## src/pmux_regs.vh

```
`ifndef PMUX_REGS_VH
`define PMUX_REGS_VH

// port b pin positions
`define PMUX_PB_SS 0
`define PMUX_PB_SCK 1
`define PMUX_PB_MOSI 2
`define PMUX_PB_MISO 3
`define PMUX_PB_CMP0 4
`define PMUX_PB_CMP1A 5
`define PMUX_PB_CMP1B 6
`define PMUX_PB_OC7 7

// port d pin positions
`define PMUX_PD_IRQ2 2
`define PMUX_PD_IRQ3 3
`define PMUX_PD_CAP1 4
`define PMUX_PD_XCK 5
`define PMUX_PD_CNT1 6
`define PMUX_PD_CNT2 7

// address-mask thresholds, one per port c bit, bit 7 first
`define PMUX_AMASK_THR_7 3'h1
`define PMUX_AMASK_THR_6 3'h2
`define PMUX_AMASK_THR_5 3'h3
`define PMUX_AMASK_THR_4 3'h4
`define PMUX_AMASK_THR_3 3'h5
`define PMUX_AMASK_THR_2 3'h6
`define PMUX_AMASK_THR_1 3'h7
`define PMUX_AMASK_THR_0 3'h7
`define PMUX_AMASK_LEGACY 3'h0

// reset values of the registered pin controls and peripheral inputs
`define PMUX_PULLUP_RST 8'h00
`define PMUX_DIR_RST 8'h00
`define PMUX_VAL_RST 8'h00
`define PMUX_PC_DIR_RST 8'hFF
`define PMUX_PERIPH_RST 1'h0

`endif

```

## src/pmux_pin_ovr.v

```verilog
`timescale 1ns/1ps
// one pin: override signals sit in front of the port registers
module pmux_pin_ovr (
  input wire pu_off_i,
  input wire dir_i,
  input wire out_i,
  input wire pu_ovr_en_i,
  input wire pu_ovr_val_i,
  input wire dir_ovr_en_i,
  input wire dir_ovr_val_i,
  input wire val_ovr_en_i,
  input wire val_ovr_val_i,
  output wire pullup_o,
  output wire dir_o,
  output wire val_o
);
  wire dir_eff;
  assign dir_eff = dir_ovr_en_i ? dir_ovr_val_i : dir_i;
  assign dir_o = dir_eff;
  assign val_o = val_ovr_en_i ? val_ovr_val_i : out_i;
  // pull-up only ever acts on an input pin
  assign pullup_o = pu_ovr_en_i ? pu_ovr_val_i :
                    (out_i & ~dir_i & ~pu_off_i);
endmodule

```

## src/pmux_addr_mask.v

```verilog
`timescale 1ns/1ps
`include "pmux_regs.vh"
// which port c pins the external memory interface takes
module pmux_addr_mask (
  input wire mem_en_i,
  input wire compat_i,
  input wire [2:0] mask_i,
  output wire [7:0] take_o
);
  wire [2:0] mask_eff;
  assign mask_eff = compat_i ? `PMUX_AMASK_LEGACY : mask_i;
  assign take_o[7] = mem_en_i & (mask_eff < `PMUX_AMASK_THR_7);
  assign take_o[6] = mem_en_i & (mask_eff < `PMUX_AMASK_THR_6);
  assign take_o[5] = mem_en_i & (mask_eff < `PMUX_AMASK_THR_5);
  assign take_o[4] = mem_en_i & (mask_eff < `PMUX_AMASK_THR_4);
  assign take_o[3] = mem_en_i & (mask_eff < `PMUX_AMASK_THR_3);
  assign take_o[2] = mem_en_i & (mask_eff < `PMUX_AMASK_THR_2);
  assign take_o[1] = mem_en_i & (mask_eff < `PMUX_AMASK_THR_1);
  assign take_o[0] = mem_en_i & (mask_eff < `PMUX_AMASK_THR_0);
endmodule

```

## src/pmux_top.v

```verilog
`timescale 1ns/1ps
`include "pmux_regs.vh"

// What this block does
// - serial slave enabled forces slave-select pin to input
// - serial slave is active only while slave-select is held low
// - master: select direction from its bit; forced pull-up follows port
// - miso from master-in/slave-out; mosi split into master-out/slave-in
// - port b 7..4: no pull-up/direction override; compare drives value
// - port b 3..0 gated by enable and master; pull-up port and not off
// - miso, mosi, clock driven from serial; select value never overridden
// - legacy mode makes port c output only, active from power-up
// - port c pins 7..0 carry address bits 15..8
// - port c 7..4 taken when memory on and mask below 1..4
// - port c 3..0 taken when mask below 5,6,7,7
// - legacy mode treats the address mask as zero
// - port d 7,6 feed timer count inputs, bit 4 timer1 capture
// - usart1 clock pin only in synchronous mode; direction bit picks way
// - usart1 transmitter enabled forces transmit pin to output
// - usart1 receiver enabled forces receive pin input, pull-up from port
// - port d 3 and 2 feed external interrupt sources 3 and 2
// - legacy mode drops usart1 pins and timer1 compare c
module pmux_top (
  input wire mclk_i,
  input wire rst_i,
  input wire compat_mode_i,
  input wire global_pullup_disable_i,
  input wire [7:0] portb_direction_i,
  input wire [7:0] portb_output_value_i,
  input wire [7:0] portb_pin_i,
  input wire [7:0] portc_direction_i,
  input wire [7:0] portc_output_value_i,
  input wire [7:0] portd_direction_i,
  input wire [7:0] portd_output_value_i,
  input wire [7:0] portd_pin_i,
  input wire timer0_compare_out_i,
  input wire timer0_compare_en_i,
  input wire timer1_compare_out_a_i,
  input wire timer1_compare_en_a_i,
  input wire timer1_compare_out_b_i,
  input wire timer1_compare_en_b_i,
  input wire timer1_compare_out_c_i,
  input wire timer1_compare_en_c_i,
  input wire timer2_compare_out_i,
  input wire timer2_compare_en_i,
  input wire serial_periph_on_i,
  input wire serial_master_select_i,
  input wire serial_slave_data_i,
  input wire serial_master_data_i,
  input wire serial_clock_out_i,
  input wire ext_memory_enable_i,
  input wire [2:0] ext_address_mask_i,
  input wire [7:0] ext_address_high_i,
  input wire usart1_sync_mode_i,
  input wire usart1_ext_clock_out_i,
  input wire usart1_tx_enable_i,
  input wire usart1_tx_data_i,
  input wire usart1_rx_enable_i,
  output reg [7:0] portb_pullup_o,
  output reg [7:0] portb_dir_o,
  output reg [7:0] portb_val_o,
  output reg [7:0] portc_pullup_o,
  output reg [7:0] portc_dir_o,
  output reg [7:0] portc_val_o,
  output reg [7:0] portd_pullup_o,
  output reg [7:0] portd_dir_o,
  output reg [7:0] portd_val_o,
  output reg serial_master_in_o,
  output reg serial_slave_in_o,
  output reg serial_clock_in_o,
  output reg serial_slave_active_o,
  output reg timer2_count_in_o,
  output reg timer1_count_in_o,
  output reg timer1_capture_in_o,
  output reg usart1_ext_clock_in_o,
  output reg usart1_clock_is_out_o,
  output reg usart1_receive_in_o,
  output reg ext_irq_source_3_o,
  output reg ext_irq_source_2_o
);

  wire pu_off;
  wire spi_slave;
  wire spi_master;
  wire cmp1c_en_eff;
  wire xck_on;
  wire tx_on;
  wire rx_on;
  wire [7:0] pc_take;
  wire [7:0] pc_dir_reg;

  wire [7:0] b_pu_en;
  wire [7:0] b_pu_val;
  wire [7:0] b_dr_en;
  wire [7:0] b_dr_val;
  wire [7:0] b_vl_en;
  wire [7:0] b_vl_val;
  wire [7:0] b_pullup_d;
  wire [7:0] b_dir_d;
  wire [7:0] b_val_d;

  wire [7:0] c_pullup_d;
  wire [7:0] c_dir_d;
  wire [7:0] c_val_d;

  wire [7:0] d_pu_en;
  wire [7:0] d_pu_val;
  wire [7:0] d_dr_en;
  wire [7:0] d_dr_val;
  wire [7:0] d_vl_en;
  wire [7:0] d_vl_val;
  wire [7:0] d_pullup_d;
  wire [7:0] d_dir_d;
  wire [7:0] d_val_d;

  assign pu_off = global_pullup_disable_i;
  assign spi_slave = serial_periph_on_i & ~serial_master_select_i;
  assign spi_master = serial_periph_on_i & serial_master_select_i;

  // ---- port b ----
  // no compare c legacy
  assign cmp1c_en_eff = timer1_compare_en_c_i & ~compat_mode_i;

  assign b_pu_en[7:4] = 4'h0;
  assign b_pu_val[7:4] = 4'h0;
  assign b_dr_en[7:4] = 4'h0;
  assign b_dr_val[7:4] = 4'h0;
  // both compare sources on bit 7 are merged by or, as a modulator would
  assign b_vl_en[`PMUX_PB_OC7] = timer2_compare_en_i | cmp1c_en_eff;
  assign b_vl_val[`PMUX_PB_OC7] = (timer2_compare_en_i & timer2_compare_out_i) |
                                  (cmp1c_en_eff & timer1_compare_out_c_i);
  assign b_vl_en[`PMUX_PB_CMP1B] = timer1_compare_en_b_i;
  assign b_vl_val[`PMUX_PB_CMP1B] = timer1_compare_out_b_i;
  assign b_vl_en[`PMUX_PB_CMP1A] = timer1_compare_en_a_i;
  assign b_vl_val[`PMUX_PB_CMP1A] = timer1_compare_out_a_i;
  assign b_vl_en[`PMUX_PB_CMP0] = timer0_compare_en_i;
  assign b_vl_val[`PMUX_PB_CMP0] = timer0_compare_out_i;

  assign b_pu_en[`PMUX_PB_MISO] = spi_master;
  assign b_dr_en[`PMUX_PB_MISO] = spi_master;
  assign b_pu_val[`PMUX_PB_MISO] = portb_output_value_i[`PMUX_PB_MISO] & ~pu_off;
  assign b_dr_val[`PMUX_PB_MISO] = 1'h0;
  assign b_pu_en[`PMUX_PB_MOSI] = spi_slave;
  assign b_dr_en[`PMUX_PB_MOSI] = spi_slave;
  assign b_pu_val[`PMUX_PB_MOSI] = portb_output_value_i[`PMUX_PB_MOSI] & ~pu_off;
  assign b_dr_val[`PMUX_PB_MOSI] = 1'h0;
  assign b_pu_en[`PMUX_PB_SCK] = spi_slave;
  assign b_dr_en[`PMUX_PB_SCK] = spi_slave;
  assign b_pu_val[`PMUX_PB_SCK] = portb_output_value_i[`PMUX_PB_SCK] & ~pu_off;
  assign b_dr_val[`PMUX_PB_SCK] = 1'h0;
  assign b_dr_en[`PMUX_PB_SS] = spi_slave;
  assign b_dr_val[`PMUX_PB_SS] = 1'h0;
  assign b_pu_en[`PMUX_PB_SS] = spi_slave;
  assign b_pu_val[`PMUX_PB_SS] = portb_output_value_i[`PMUX_PB_SS] & ~pu_off;

  assign b_vl_en[`PMUX_PB_MISO] = spi_slave;
  assign b_vl_val[`PMUX_PB_MISO] = serial_slave_data_i;
  assign b_vl_en[`PMUX_PB_MOSI] = spi_master;
  assign b_vl_val[`PMUX_PB_MOSI] = serial_master_data_i;
  assign b_vl_en[`PMUX_PB_SCK] = spi_master;
  assign b_vl_val[`PMUX_PB_SCK] = serial_clock_out_i;
  assign b_vl_en[`PMUX_PB_SS] = 1'h0;
  assign b_vl_val[`PMUX_PB_SS] = 1'h0;

  // ---- port c ----
  // legacy output only
  assign pc_dir_reg = compat_mode_i ? 8'hFF : portc_direction_i;

  pmux_addr_mask u_mask (
    .mem_en_i(ext_memory_enable_i),
    .compat_i(compat_mode_i),
    .mask_i(ext_address_mask_i),
    .take_o(pc_take)
  );

  // ---- port d ----
  // no usart1 legacy
  assign xck_on = usart1_sync_mode_i & ~compat_mode_i;
  assign tx_on = usart1_tx_enable_i & ~compat_mode_i;
  assign rx_on = usart1_rx_enable_i & ~compat_mode_i;

  assign d_pu_en[7:4] = 4'h0;
  assign d_pu_val[7:4] = 4'h0;
  assign d_dr_en[7:4] = 4'h0;
  assign d_dr_val[7:4] = 4'h0;
  assign d_vl_en[`PMUX_PD_CNT2] = 1'h0;
  assign d_vl_val[`PMUX_PD_CNT2] = 1'h0;
  assign d_vl_en[`PMUX_PD_CNT1] = 1'h0;
  assign d_vl_val[`PMUX_PD_CNT1] = 1'h0;
  assign d_vl_en[`PMUX_PD_CAP1] = 1'h0;
  assign d_vl_val[`PMUX_PD_CAP1] = 1'h0;
  assign d_vl_en[`PMUX_PD_XCK] = xck_on;
  assign d_vl_val[`PMUX_PD_XCK] = usart1_ext_clock_out_i;

  assign d_pu_en[`PMUX_PD_IRQ3] = tx_on;
  assign d_pu_val[`PMUX_PD_IRQ3] = 1'h0;
  assign d_dr_en[`PMUX_PD_IRQ3] = tx_on;
  assign d_dr_val[`PMUX_PD_IRQ3] = 1'h1;
  assign d_vl_en[`PMUX_PD_IRQ3] = tx_on;
  assign d_vl_val[`PMUX_PD_IRQ3] = usart1_tx_data_i;
  assign d_pu_en[`PMUX_PD_IRQ2] = rx_on;
  assign d_pu_val[`PMUX_PD_IRQ2] = portd_output_value_i[`PMUX_PD_IRQ2] & ~pu_off;
  assign d_dr_en[`PMUX_PD_IRQ2] = rx_on;
  assign d_dr_val[`PMUX_PD_IRQ2] = 1'h0;
  assign d_vl_en[`PMUX_PD_IRQ2] = 1'h0;
  assign d_vl_val[`PMUX_PD_IRQ2] = 1'h0;
  // two-wire pins are outside this block: registers pass through
  assign d_pu_en[1:0] = 2'h0;
  assign d_pu_val[1:0] = 2'h0;
  assign d_dr_en[1:0] = 2'h0;
  assign d_dr_val[1:0] = 2'h0;
  assign d_vl_en[1:0] = 2'h0;
  assign d_vl_val[1:0] = 2'h0;

  genvar gi;
  generate
    for (gi = 0; gi < 8; gi = gi + 1) begin : g_pin
      pmux_pin_ovr u_b (
        .pu_off_i(pu_off),
        .dir_i(portb_direction_i[gi]),
        .out_i(portb_output_value_i[gi]),
        .pu_ovr_en_i(b_pu_en[gi]),
        .pu_ovr_val_i(b_pu_val[gi]),
        .dir_ovr_en_i(b_dr_en[gi]),
        .dir_ovr_val_i(b_dr_val[gi]),
        .val_ovr_en_i(b_vl_en[gi]),
        .val_ovr_val_i(b_vl_val[gi]),
        .pullup_o(b_pullup_d[gi]),
        .dir_o(b_dir_d[gi]),
        .val_o(b_val_d[gi])
      );
      pmux_pin_ovr u_c (
        .pu_off_i(pu_off),
        .dir_i(pc_dir_reg[gi]),
        .out_i(portc_output_value_i[gi]),
        .pu_ovr_en_i(pc_take[gi]),
        .pu_ovr_val_i(1'h0),
        .dir_ovr_en_i(pc_take[gi]),
        .dir_ovr_val_i(1'h1),
        .val_ovr_en_i(pc_take[gi]),
        .val_ovr_val_i(ext_address_high_i[gi]),
        .pullup_o(c_pullup_d[gi]),
        .dir_o(c_dir_d[gi]),
        .val_o(c_val_d[gi])
      );
      pmux_pin_ovr u_d (
        .pu_off_i(pu_off),
        .dir_i(portd_direction_i[gi]),
        .out_i(portd_output_value_i[gi]),
        .pu_ovr_en_i(d_pu_en[gi]),
        .pu_ovr_val_i(d_pu_val[gi]),
        .dir_ovr_en_i(d_dr_en[gi]),
        .dir_ovr_val_i(d_dr_val[gi]),
        .val_ovr_en_i(d_vl_en[gi]),
        .val_ovr_val_i(d_vl_val[gi]),
        .pullup_o(d_pullup_d[gi]),
        .dir_o(d_dir_d[gi]),
        .val_o(d_val_d[gi])
      );
    end
  endgenerate

  // pin controls, registered so every output starts at a flip-flop
  always @(posedge mclk_i or posedge rst_i) begin
    if (rst_i) begin
      portb_pullup_o <= `PMUX_PULLUP_RST;
      portb_dir_o <= `PMUX_DIR_RST;
      portb_val_o <= `PMUX_VAL_RST;
      portc_pullup_o <= `PMUX_PULLUP_RST;
      // port c wakes as outputs, matching the factory legacy setting
      portc_dir_o <= `PMUX_PC_DIR_RST;
      portc_val_o <= `PMUX_VAL_RST;
      portd_pullup_o <= `PMUX_PULLUP_RST;
      portd_dir_o <= `PMUX_DIR_RST;
      portd_val_o <= `PMUX_VAL_RST;
    end else begin
      portb_pullup_o <= b_pullup_d;
      portb_dir_o <= b_dir_d;
      portb_val_o <= b_val_d;
      portc_pullup_o <= c_pullup_d;
      portc_dir_o <= c_dir_d;
      portc_val_o <= c_val_d;
      portd_pullup_o <= d_pullup_d;
      portd_dir_o <= d_dir_d;
      portd_val_o <= d_val_d;
    end
  end

  // inputs handed to peripherals
  always @(posedge mclk_i or posedge rst_i) begin
    if (rst_i) begin
      serial_master_in_o <= `PMUX_PERIPH_RST;
      serial_slave_in_o <= `PMUX_PERIPH_RST;
      serial_clock_in_o <= `PMUX_PERIPH_RST;
      serial_slave_active_o <= `PMUX_PERIPH_RST;
      timer2_count_in_o <= `PMUX_PERIPH_RST;
      timer1_count_in_o <= `PMUX_PERIPH_RST;
      timer1_capture_in_o <= `PMUX_PERIPH_RST;
      usart1_ext_clock_in_o <= `PMUX_PERIPH_RST;
      usart1_clock_is_out_o <= `PMUX_PERIPH_RST;
      usart1_receive_in_o <= `PMUX_PERIPH_RST;
      ext_irq_source_3_o <= `PMUX_PERIPH_RST;
      ext_irq_source_2_o <= `PMUX_PERIPH_RST;
    end else begin
      serial_master_in_o <= portb_pin_i[`PMUX_PB_MISO];
      serial_slave_in_o <= portb_pin_i[`PMUX_PB_MOSI];
      serial_clock_in_o <= portb_pin_i[`PMUX_PB_SCK];
      serial_slave_active_o <= spi_slave & ~portb_pin_i[`PMUX_PB_SS];
      timer2_count_in_o <= portd_pin_i[`PMUX_PD_CNT2];
      timer1_count_in_o <= portd_pin_i[`PMUX_PD_CNT1];
      timer1_capture_in_o <= portd_pin_i[`PMUX_PD_CAP1];
      usart1_ext_clock_in_o <= xck_on & portd_pin_i[`PMUX_PD_XCK];
      usart1_clock_is_out_o <= xck_on & portd_direction_i[`PMUX_PD_XCK];
      usart1_receive_in_o <= rx_on & portd_pin_i[`PMUX_PD_IRQ2];
      ext_irq_source_3_o <= portd_pin_i[`PMUX_PD_IRQ3];
      ext_irq_source_2_o <= portd_pin_i[`PMUX_PD_IRQ2];
    end
  end

endmodule

```

## config.mk

```make
export PLATFORM = sky130hd
export DESIGN_NAME = pmux_top
export DESIGN_NICKNAME = d
export VERILOG_FILES = /design/src/pmux_pin_ovr.v /design/src/pmux_addr_mask.v /design/src/pmux_top.v
export VERILOG_INCLUDE_DIRS = /design/src
export SDC_FILE = /design/constraint.sdc
export NUM_CORES = 1
export LEC_CHECK = 0
export ABC_AREA = 1
export BUFFER_PORTS_ARGS = -buffer_cell sky130_fd_sc_hd__buf_2
export CAP_MARGIN = 0
export CORE_MARGIN = 2
export CORE_UTILIZATION = 40
export DETAILED_ROUTE_END_ITERATION = 7
export GPL_ROUTABILITY_DRIVEN = 0
export PLACE_DENSITY = 0.76
export RECOVER_POWER = 25
export SLEW_MARGIN = 10
export SYNTH_ARGS = -nofsm -noshare
export SYNTH_HDL_FRONTEND = slang
export SYNTH_SLANG_ARGS = --single-unit
```

## constraint.sdc

```tcl
create_clock -name mclk_i -period 6.32 [get_ports mclk_i]
set_input_delay 1.896 -clock mclk_i [delete_from_list [all_inputs] [get_ports mclk_i]]
set_output_delay 1.896 -clock mclk_i [all_outputs]
set_load 0.05 [all_outputs]
```

==> impl_results.md, run 1 <==
* Worst EP required at 6.39 ns
* Met3 usage at 5.749%
* Leak at 2.209 nW
* Buf/Inv on CP at 3
* Die Span Y at 88.17 um
* Int Power at 0.8020 mW
* Number of port buffers at 177
* CP max stage delay at 1.41 ns
* Fill cell count at 631
* TritonCTS buffer count at 9
* Vias in the first global route at 2380
* Kind of critical path: input pin to asynchronous set/reset pin
* Top cells by count, synth: dfrtp_1, nand2_1, inv_1
* Max_slew headroom at -31.57%
* Max VDD drop at 0.0001128 V
* Slew Limit Fails at 85
* Top-area cell type share of the netlist area at 67.11%
* Most frequent cell after synthesis: dfrtp_1
* Avg Vias per Cell at 4.451
* Post-synthesis cell area at 2834 sq um
* Die Wd at 88.17 um
* Sw frac at 30.76%
* Critical-path cell list: buf_2 -> clkinvlp_2 -> clkbuf_2
* Minimum clock period at 3.415 ns
* Met2 Use GR at 32.54%
* Violated checks: max-capacitance violations, max-slew violations
* Worst Setup SP: rst_i
* PD cells at 290.8 nW/um^2
* Fmax at 292.9 MHz
* Pwr Total at 1.158 mW
* Fin area at 3983 sq um
* # H-tree levels at 3
* # setup viols final at 0
* Placed cell count at 512
* Synth-to-layout area growth at 40.53%
* Crit-path leading delay family: buffers and inverters
* Async S/R FF share, synth at 100.0%
* Post-CTS setup buffer count at 0
* Arr. time, crit path at 3.49 ns
* Final std cells w/o fill at 528
* Tightest Pin Transition at 1.974 ns
* Top FF cell, synth: dfrtp_1
* Synthesized area per cell at 11.66 sq um
* Clock share of power at 32.0%
* Antenna violations before repair at 0
* Register area share after synthesis at 74.53%
* CP max FO at 84
* Grt peak-use layer: met2
* Post_cts resized at 0
* Layout Nets at 527
* Clock Sinks at 84
* Via count at 2350
* Startpoint Class: input pin
* MaxCap Viol Count at 1
* EDFF count, synth at 0
* Post-layout util at 58.30%
* Setup crit end kind: asynchronous set/reset pin
* Drt pass-1 iters at 6
* Gate Count Post-Synth at 243
* Post-synth net total at 343
* Area leader, netlist: dfrtp_1
* Area after DPL at 3811 sq um
* Hold-fix buffers, CTS at 0
* First-pass GRT wire length at 10940 um
* Core Region at 6832 sq um
* IO Count at 184
* ANT nets after route at 0
* Hold Vio Cnt, Final at 0
* Met1 Use GR at 21.63%
* Gate power share at 18.6%
* Count of state elements after synthesis at 84
* Wirelength, routed at 6993 um
* Fin crit share at 54.03%
* Initial Util at 41.48%
* Antenna Cells at 0
* Largest net degree at the start of global routing at 85
* Net switching power at 0.3562 mW
* Hold Crit Start: portb_pin_i[1]
* CTS Buffer Depth at 2
* CTS tree: built
* Yosys cell types at 20
* Die area at 7774 sq um
* DRC at 0
* Share of cells above drive strength 1 at 44.68%
* Post-detail-place hpwl at 5295 um
* Reg power frac at 49.5%
* Reg clk slew, reported paths at 0.08 ns
* Hold WC Path Type: input pin to flop
* Core Rows at 30
* Top post-synthesis cells by area: dfrtp_1, dfstp_2, nand2_1, inv_1, nand3_1
* Total GRT Usage at 18.86%
* Outcome: finished, violations left
* Worst path slowest cell: clkbuf_2
* Congestion Overflow GR at 0
* Root buf cell: clkbuf_8
* Routed WL per cell at 13.24 um
* Drt first-iter violations at 73
* Setup TNS at 0 ns
* RSZ-0062 raised after global routing: no
* YS warnings at 0
## worst paths after layout
check,endpoint,slack (ns),depth (start not counted)
max in group mclk_i,portc_pullup_o[5],3.12,4
worst min-delay path,serial_clock_in_o,1.65,1
worst max-delay path,portc_val_o[2],2.91,3
min in group asynchronous,portb_dir_o[2],2.27,3
## kinds of logic (layout without fill, tap and decap cells)
group	Yosys count	in the layout	share of synthesized area [%]
simple gates	114	114	18.15
flops	84	84	74.53
buf+inv	34	223	5.165
compound gates	11	11	2.163
## layout make-up
cell class	count	area [sq um]	share of cell area, %
Multi-Input combinational cell	125	573.1	14.39
Tap cell	96	120.1	3.016
Timing Repair Buffer	178	874.6	21.96
Sequential cell	84	2112	53.03
Clock buffer	11	131.4	3.299
Clock inverter	5	61.31	1.539
Inverter	29	110.1	2.765
## state kept, by name, indices dropped and copies added (netlist names), 8 cells and up
signal,flops
portc_pullup_o,8
portd_val_o,8
portb_dir_o,8
portb_pullup_o,8
portc_val_o,8
portb_val_o,8
portc_dir_o,8
portd_dir_o,8
portd_pullup_o,8
## layer usage
layer / vias up / part of all wire [%]
met5: - / 0
met4: 0 / 2.1
met3: 13 / 8.9
met2: 120 / 50
met1: 1084 / 39
li1: 1133 / -
## power groups by stage
stage	combinational, mW	sequential [mW]	clock (mW)
6_report	0.215	0.573	0.370
4_1_cts	0.219	0.573	0.385
2_1_floorplan	0.0406	0.688	0
5_1_grt	0.231	0.576	0.408
3_5_place_dp	0.219	0.584	0
3_3_place_gp	0.215	0.583	0
## metrics by stage
step	setup WS, ns	hold slack [ns]
after floorplan	2.272	1.927
after global placement	3.239	2.004
after detailed placement	3.226	2.006
after CTS	3.270	1.628
after global routing	2.442	1.631
final	2.905	1.654
## cells in the final DEF, fill, tap and decap left out, drive strengths merged
cell type  count
a21boi         1
a21oi          3
and3           1
buf          164
bufinv         1
clkbuf        25
clkinv         1
clkinvlp       4
dfrtp         76
dfstp          8
inv           28
nand2         48
nand3         18
nand4          8
nor2          24
nor3           8
nor3b          5
nor4           1
o21ai          7
or2            1
Note: power is estimated with default switching activity, not from simulation.
==> run 2, diff against run 1 <==
--- a/config.mk
+++ b/config.mk
@@ -6,14 +6,14 @@
 export SDC_FILE = /design/constraint.sdc
 export NUM_CORES = 1
 export LEC_CHECK = 0
-export ABC_AREA = 1
+export ABC_AREA = 0
 export BUFFER_PORTS_ARGS = -buffer_cell sky130_fd_sc_hd__buf_2
 export CAP_MARGIN = 0
 export CORE_MARGIN = 2
-export CORE_UTILIZATION = 40
+export CORE_UTILIZATION = 37
 export DETAILED_ROUTE_END_ITERATION = 7
 export GPL_ROUTABILITY_DRIVEN = 0
-export PLACE_DENSITY = 0.76
+export PLACE_DENSITY = 0.74
 export RECOVER_POWER = 25
 export SLEW_MARGIN = 10
 export SYNTH_ARGS = -nofsm -noshare
==> constraint.sdc (replaced) <==
create_clock -name mclk_i -period 3 [get_ports mclk_i]
set_input_delay 0.9 -clock mclk_i [delete_from_list [all_inputs] [get_ports mclk_i]]
set_output_delay 0.9 -clock mclk_i [all_outputs]
set_load 0.05 [all_outputs]
==> run 2 against run 1 <==
The run now ends clean. First-iteration DRC count is 44% lower. Clock-buffer cell count is 1 lower. Worst hold slack worse by 1.0 ns. Total power is 110% higher. Routed wire length is 5.8% lower. Critical path type is now flop to output pin. Largest cell class unchanged.
==> impl_results.md, run 2 <==
* Total GRT Usage at 16.35% (-2.5 points)
* Largest net degree at the start of global routing at 85 (unchanged)
* Top-area cell type share of the netlist area at 67.95% (+0.84 points)
* Post-detail-place hpwl at 4900 um (-7.5%)
* Fmax at 493.1 MHz
* Root buf cell: clkbuf_8
* Reg clk slew, reported paths at 0.09 ns (about the same)
* Antenna violations before repair at 0 (unchanged)
* # H-tree levels at 3 (unchanged)
* Arr. time, crit path at 1.13 ns (-2.36 ns)
* Worst path slowest cell: dfstp_2
* Post-CTS setup buffer count at 0 (unchanged)
* PD cells at 601.6 nW/um^2 (+110%)
* CTS Buffer Depth at 2 (unchanged)
* Fill cell count at 684 (+8.4%)
* Synthesized area per cell at 15.81 sq um (+36%)
* Async S/R FF share, synth at 100.0% (unchanged)
* Buf/Inv on CP at 1 (-2)
* Share of cells above drive strength 1 at 58.74% (+14 points)
* Via count at 2050 (-13%)
* DRC at 0 (unchanged)
* TritonCTS buffer count at 9 (unchanged)
* Top FF cell, synth: dfrtp_1
* Post-layout util at 54.50% (-3.8 points)
* Die area at 8276 sq um (+6.5%)
* EDFF count, synth at 0 (unchanged)
* Die Wd at 90.98 um (+3.2%)
* Yosys cell types at 25 (+25%)
* Crit-path leading delay family: flip-flops
* YS warnings at 0 (unchanged)
* MaxCap Viol Count at 0 (-1)
* Hold-fix buffers, CTS at 0 (unchanged)
* Register area share after synthesis at 75.46% (+0.93 points)
* IO Count at 184 (unchanged)
* Slew Limit Fails at 0 (-100%)
* Fin crit share at 67.60%
* Fin area at 3974 sq um (-0.22%)
* Top post-synthesis cells by area: dfrtp_1, dfstp_2, mux2_2, nor3b_1, and2_1
* Pwr Total at 2.391 mW (+110%)
* Clock Sinks at 84 (unchanged)
* Drt first-iter violations at 41 (-44%)
* Post-synth net total at 277 (-19%)
* Critical-path cell list: buf_2
* Number of port buffers at 177 (unchanged)
* Top cells by count, synth: dfrtp_1, nor3b_1, mux2_2
* Post_cts resized at 0 (unchanged)
* Kind of critical path: flop to output pin
* Drt pass-1 iters at 4 (-2)
* Most frequent cell after synthesis: dfrtp_1
* Outcome: finished clean
* Startpoint Class: flop
* Area after DPL at 3801 sq um (-0.26%)
* Setup TNS at 0 ns (unchanged)
* CTS tree: built
* Commonest non-fill, non-tap cell in the layout: buf_2
* Post-synthesis cell area at 2799 sq um (-1.2%)
* Vias in the first global route at 2172 (-8.7%)
* Die Span Y at 90.98 um (+3.2%)
* Max VDD drop at 0.0002346 V (+110%)
* Initial Util at 38.38% (-3.1 points)
* Minimum clock period at 2.028 ns
* Core Rows at 31 (+3.3%)
* CP max stage delay at 0.52 ns (-0.89 ns)
* RSZ-0062 raised after global routing: no
* Antenna Cells at 0 (unchanged)
* Max_slew headroom at 61.17% (+93 points)
* Most frequent cells in the layout: buf_2, dfrtp_1, nor3b_1
* Leak at 2.037 nW (-7.8%)
* Wirelength, routed at 6590 um (-5.8%)
* First-pass GRT wire length at 10430 um (-4.7%)
* Area leader, netlist: dfrtp_1
* CP max FO at 1 (-99%)
* Setup crit end kind: output pin
* Routed WL per cell at 14.17 um (+7.0%)
* # setup viols final at 0 (unchanged)
* Worst EP required at 2.10 ns (-4.29 ns)
* ANT nets after route at 0 (unchanged)
* Synth-to-layout area growth at 41.98%
* Hold Vio Cnt, Final at 0 (unchanged)
* Tightest Pin Transition at 0.5825 ns (-1.391 ns)
* Congestion Overflow GR at 0 (unchanged)
* Hold WC Path Type: input pin to flop
* Gate Count Post-Synth at 177 (-27%)
* Count of state elements after synthesis at 84 (unchanged)
* Core Region at 7292 sq um (+6.7%)
* Layout Nets at 461 (-13%)
* Avg Vias per Cell at 4.409 (-0.95%)
-- run 2: cell types whose count changed after synthesis, sizes merged, moves of 6 or more --
cell,change
nand4,-8
nand2,-43
nor2,-16
nand3,-17
and2,+8
nand2b,+6
inv,-26
mux2,+16
nor3b,+20
nor3,-8
-- run 2: final cells by class --
type	count	area [sq um]	share of cell area (%)
clock buffers	10	127.6	3.212
inverters	2	8.758	0.2204
multi-input cells	86	648.1	16.31
clock inverters	6	57.56	1.448
well taps	99	123.9	3.117
repair buffers	178	895.9	22.54
flip-flops and latches	84	2112	53.15
-- run 2: path summary, 6_finish.rpt --
path | start | end | slack [ns] | cells past startpoint
max | portc_dir_o[4] | portc_dir_o[4] | 0.97 | 1
min in group asynchronous | rst_i | timer2_count_in_o | 0.68 | 3
max in group asynchronous | rst_i | portc_dir_o[0] | 1.92 | 3
min | portd_pin_i[6] | timer1_count_in_o | 0.65 | 1
-- run 2: stage by stage --
step	worst slack (ns)	hold WS, ns	std cells
after floorplan	1.141	0.9314	177
after global placement	0.9935	1.008	449
after detailed placement	0.9856	1.009	449
after CTS	0.9406	0.6211	465
after global routing	0.9080	0.6065	465
final	0.9721	0.6484	465
-- run 2: kinds of logic (layout without fill, tap and decap cells) --
group	Yosys count	in the layout	share of synthesized area (%)
AND/OR/NAND/NOR	55	55	13.01
multiplexers	16	16	6.437
flip-flops	84	84	75.46
buffers and inverters	7	196	1.386
AO/OA/AOI/OAI	15	15	3.711
-- run 2: metal layers --
layer	wire length [um]	vias up	track usage, %
li1	-	967	-
met1	2542	961	18.35
met2	3393	109	28.58
met3	518	13	5.311
met4	136	0	6.818
met5	0	-	0
-- run 2: power by group --
part	switching [mW]	internal, mW
registers	0.0129	1.19
logic	0.325	0.123
clock network	0.417	0.320
total	0.755	1.64
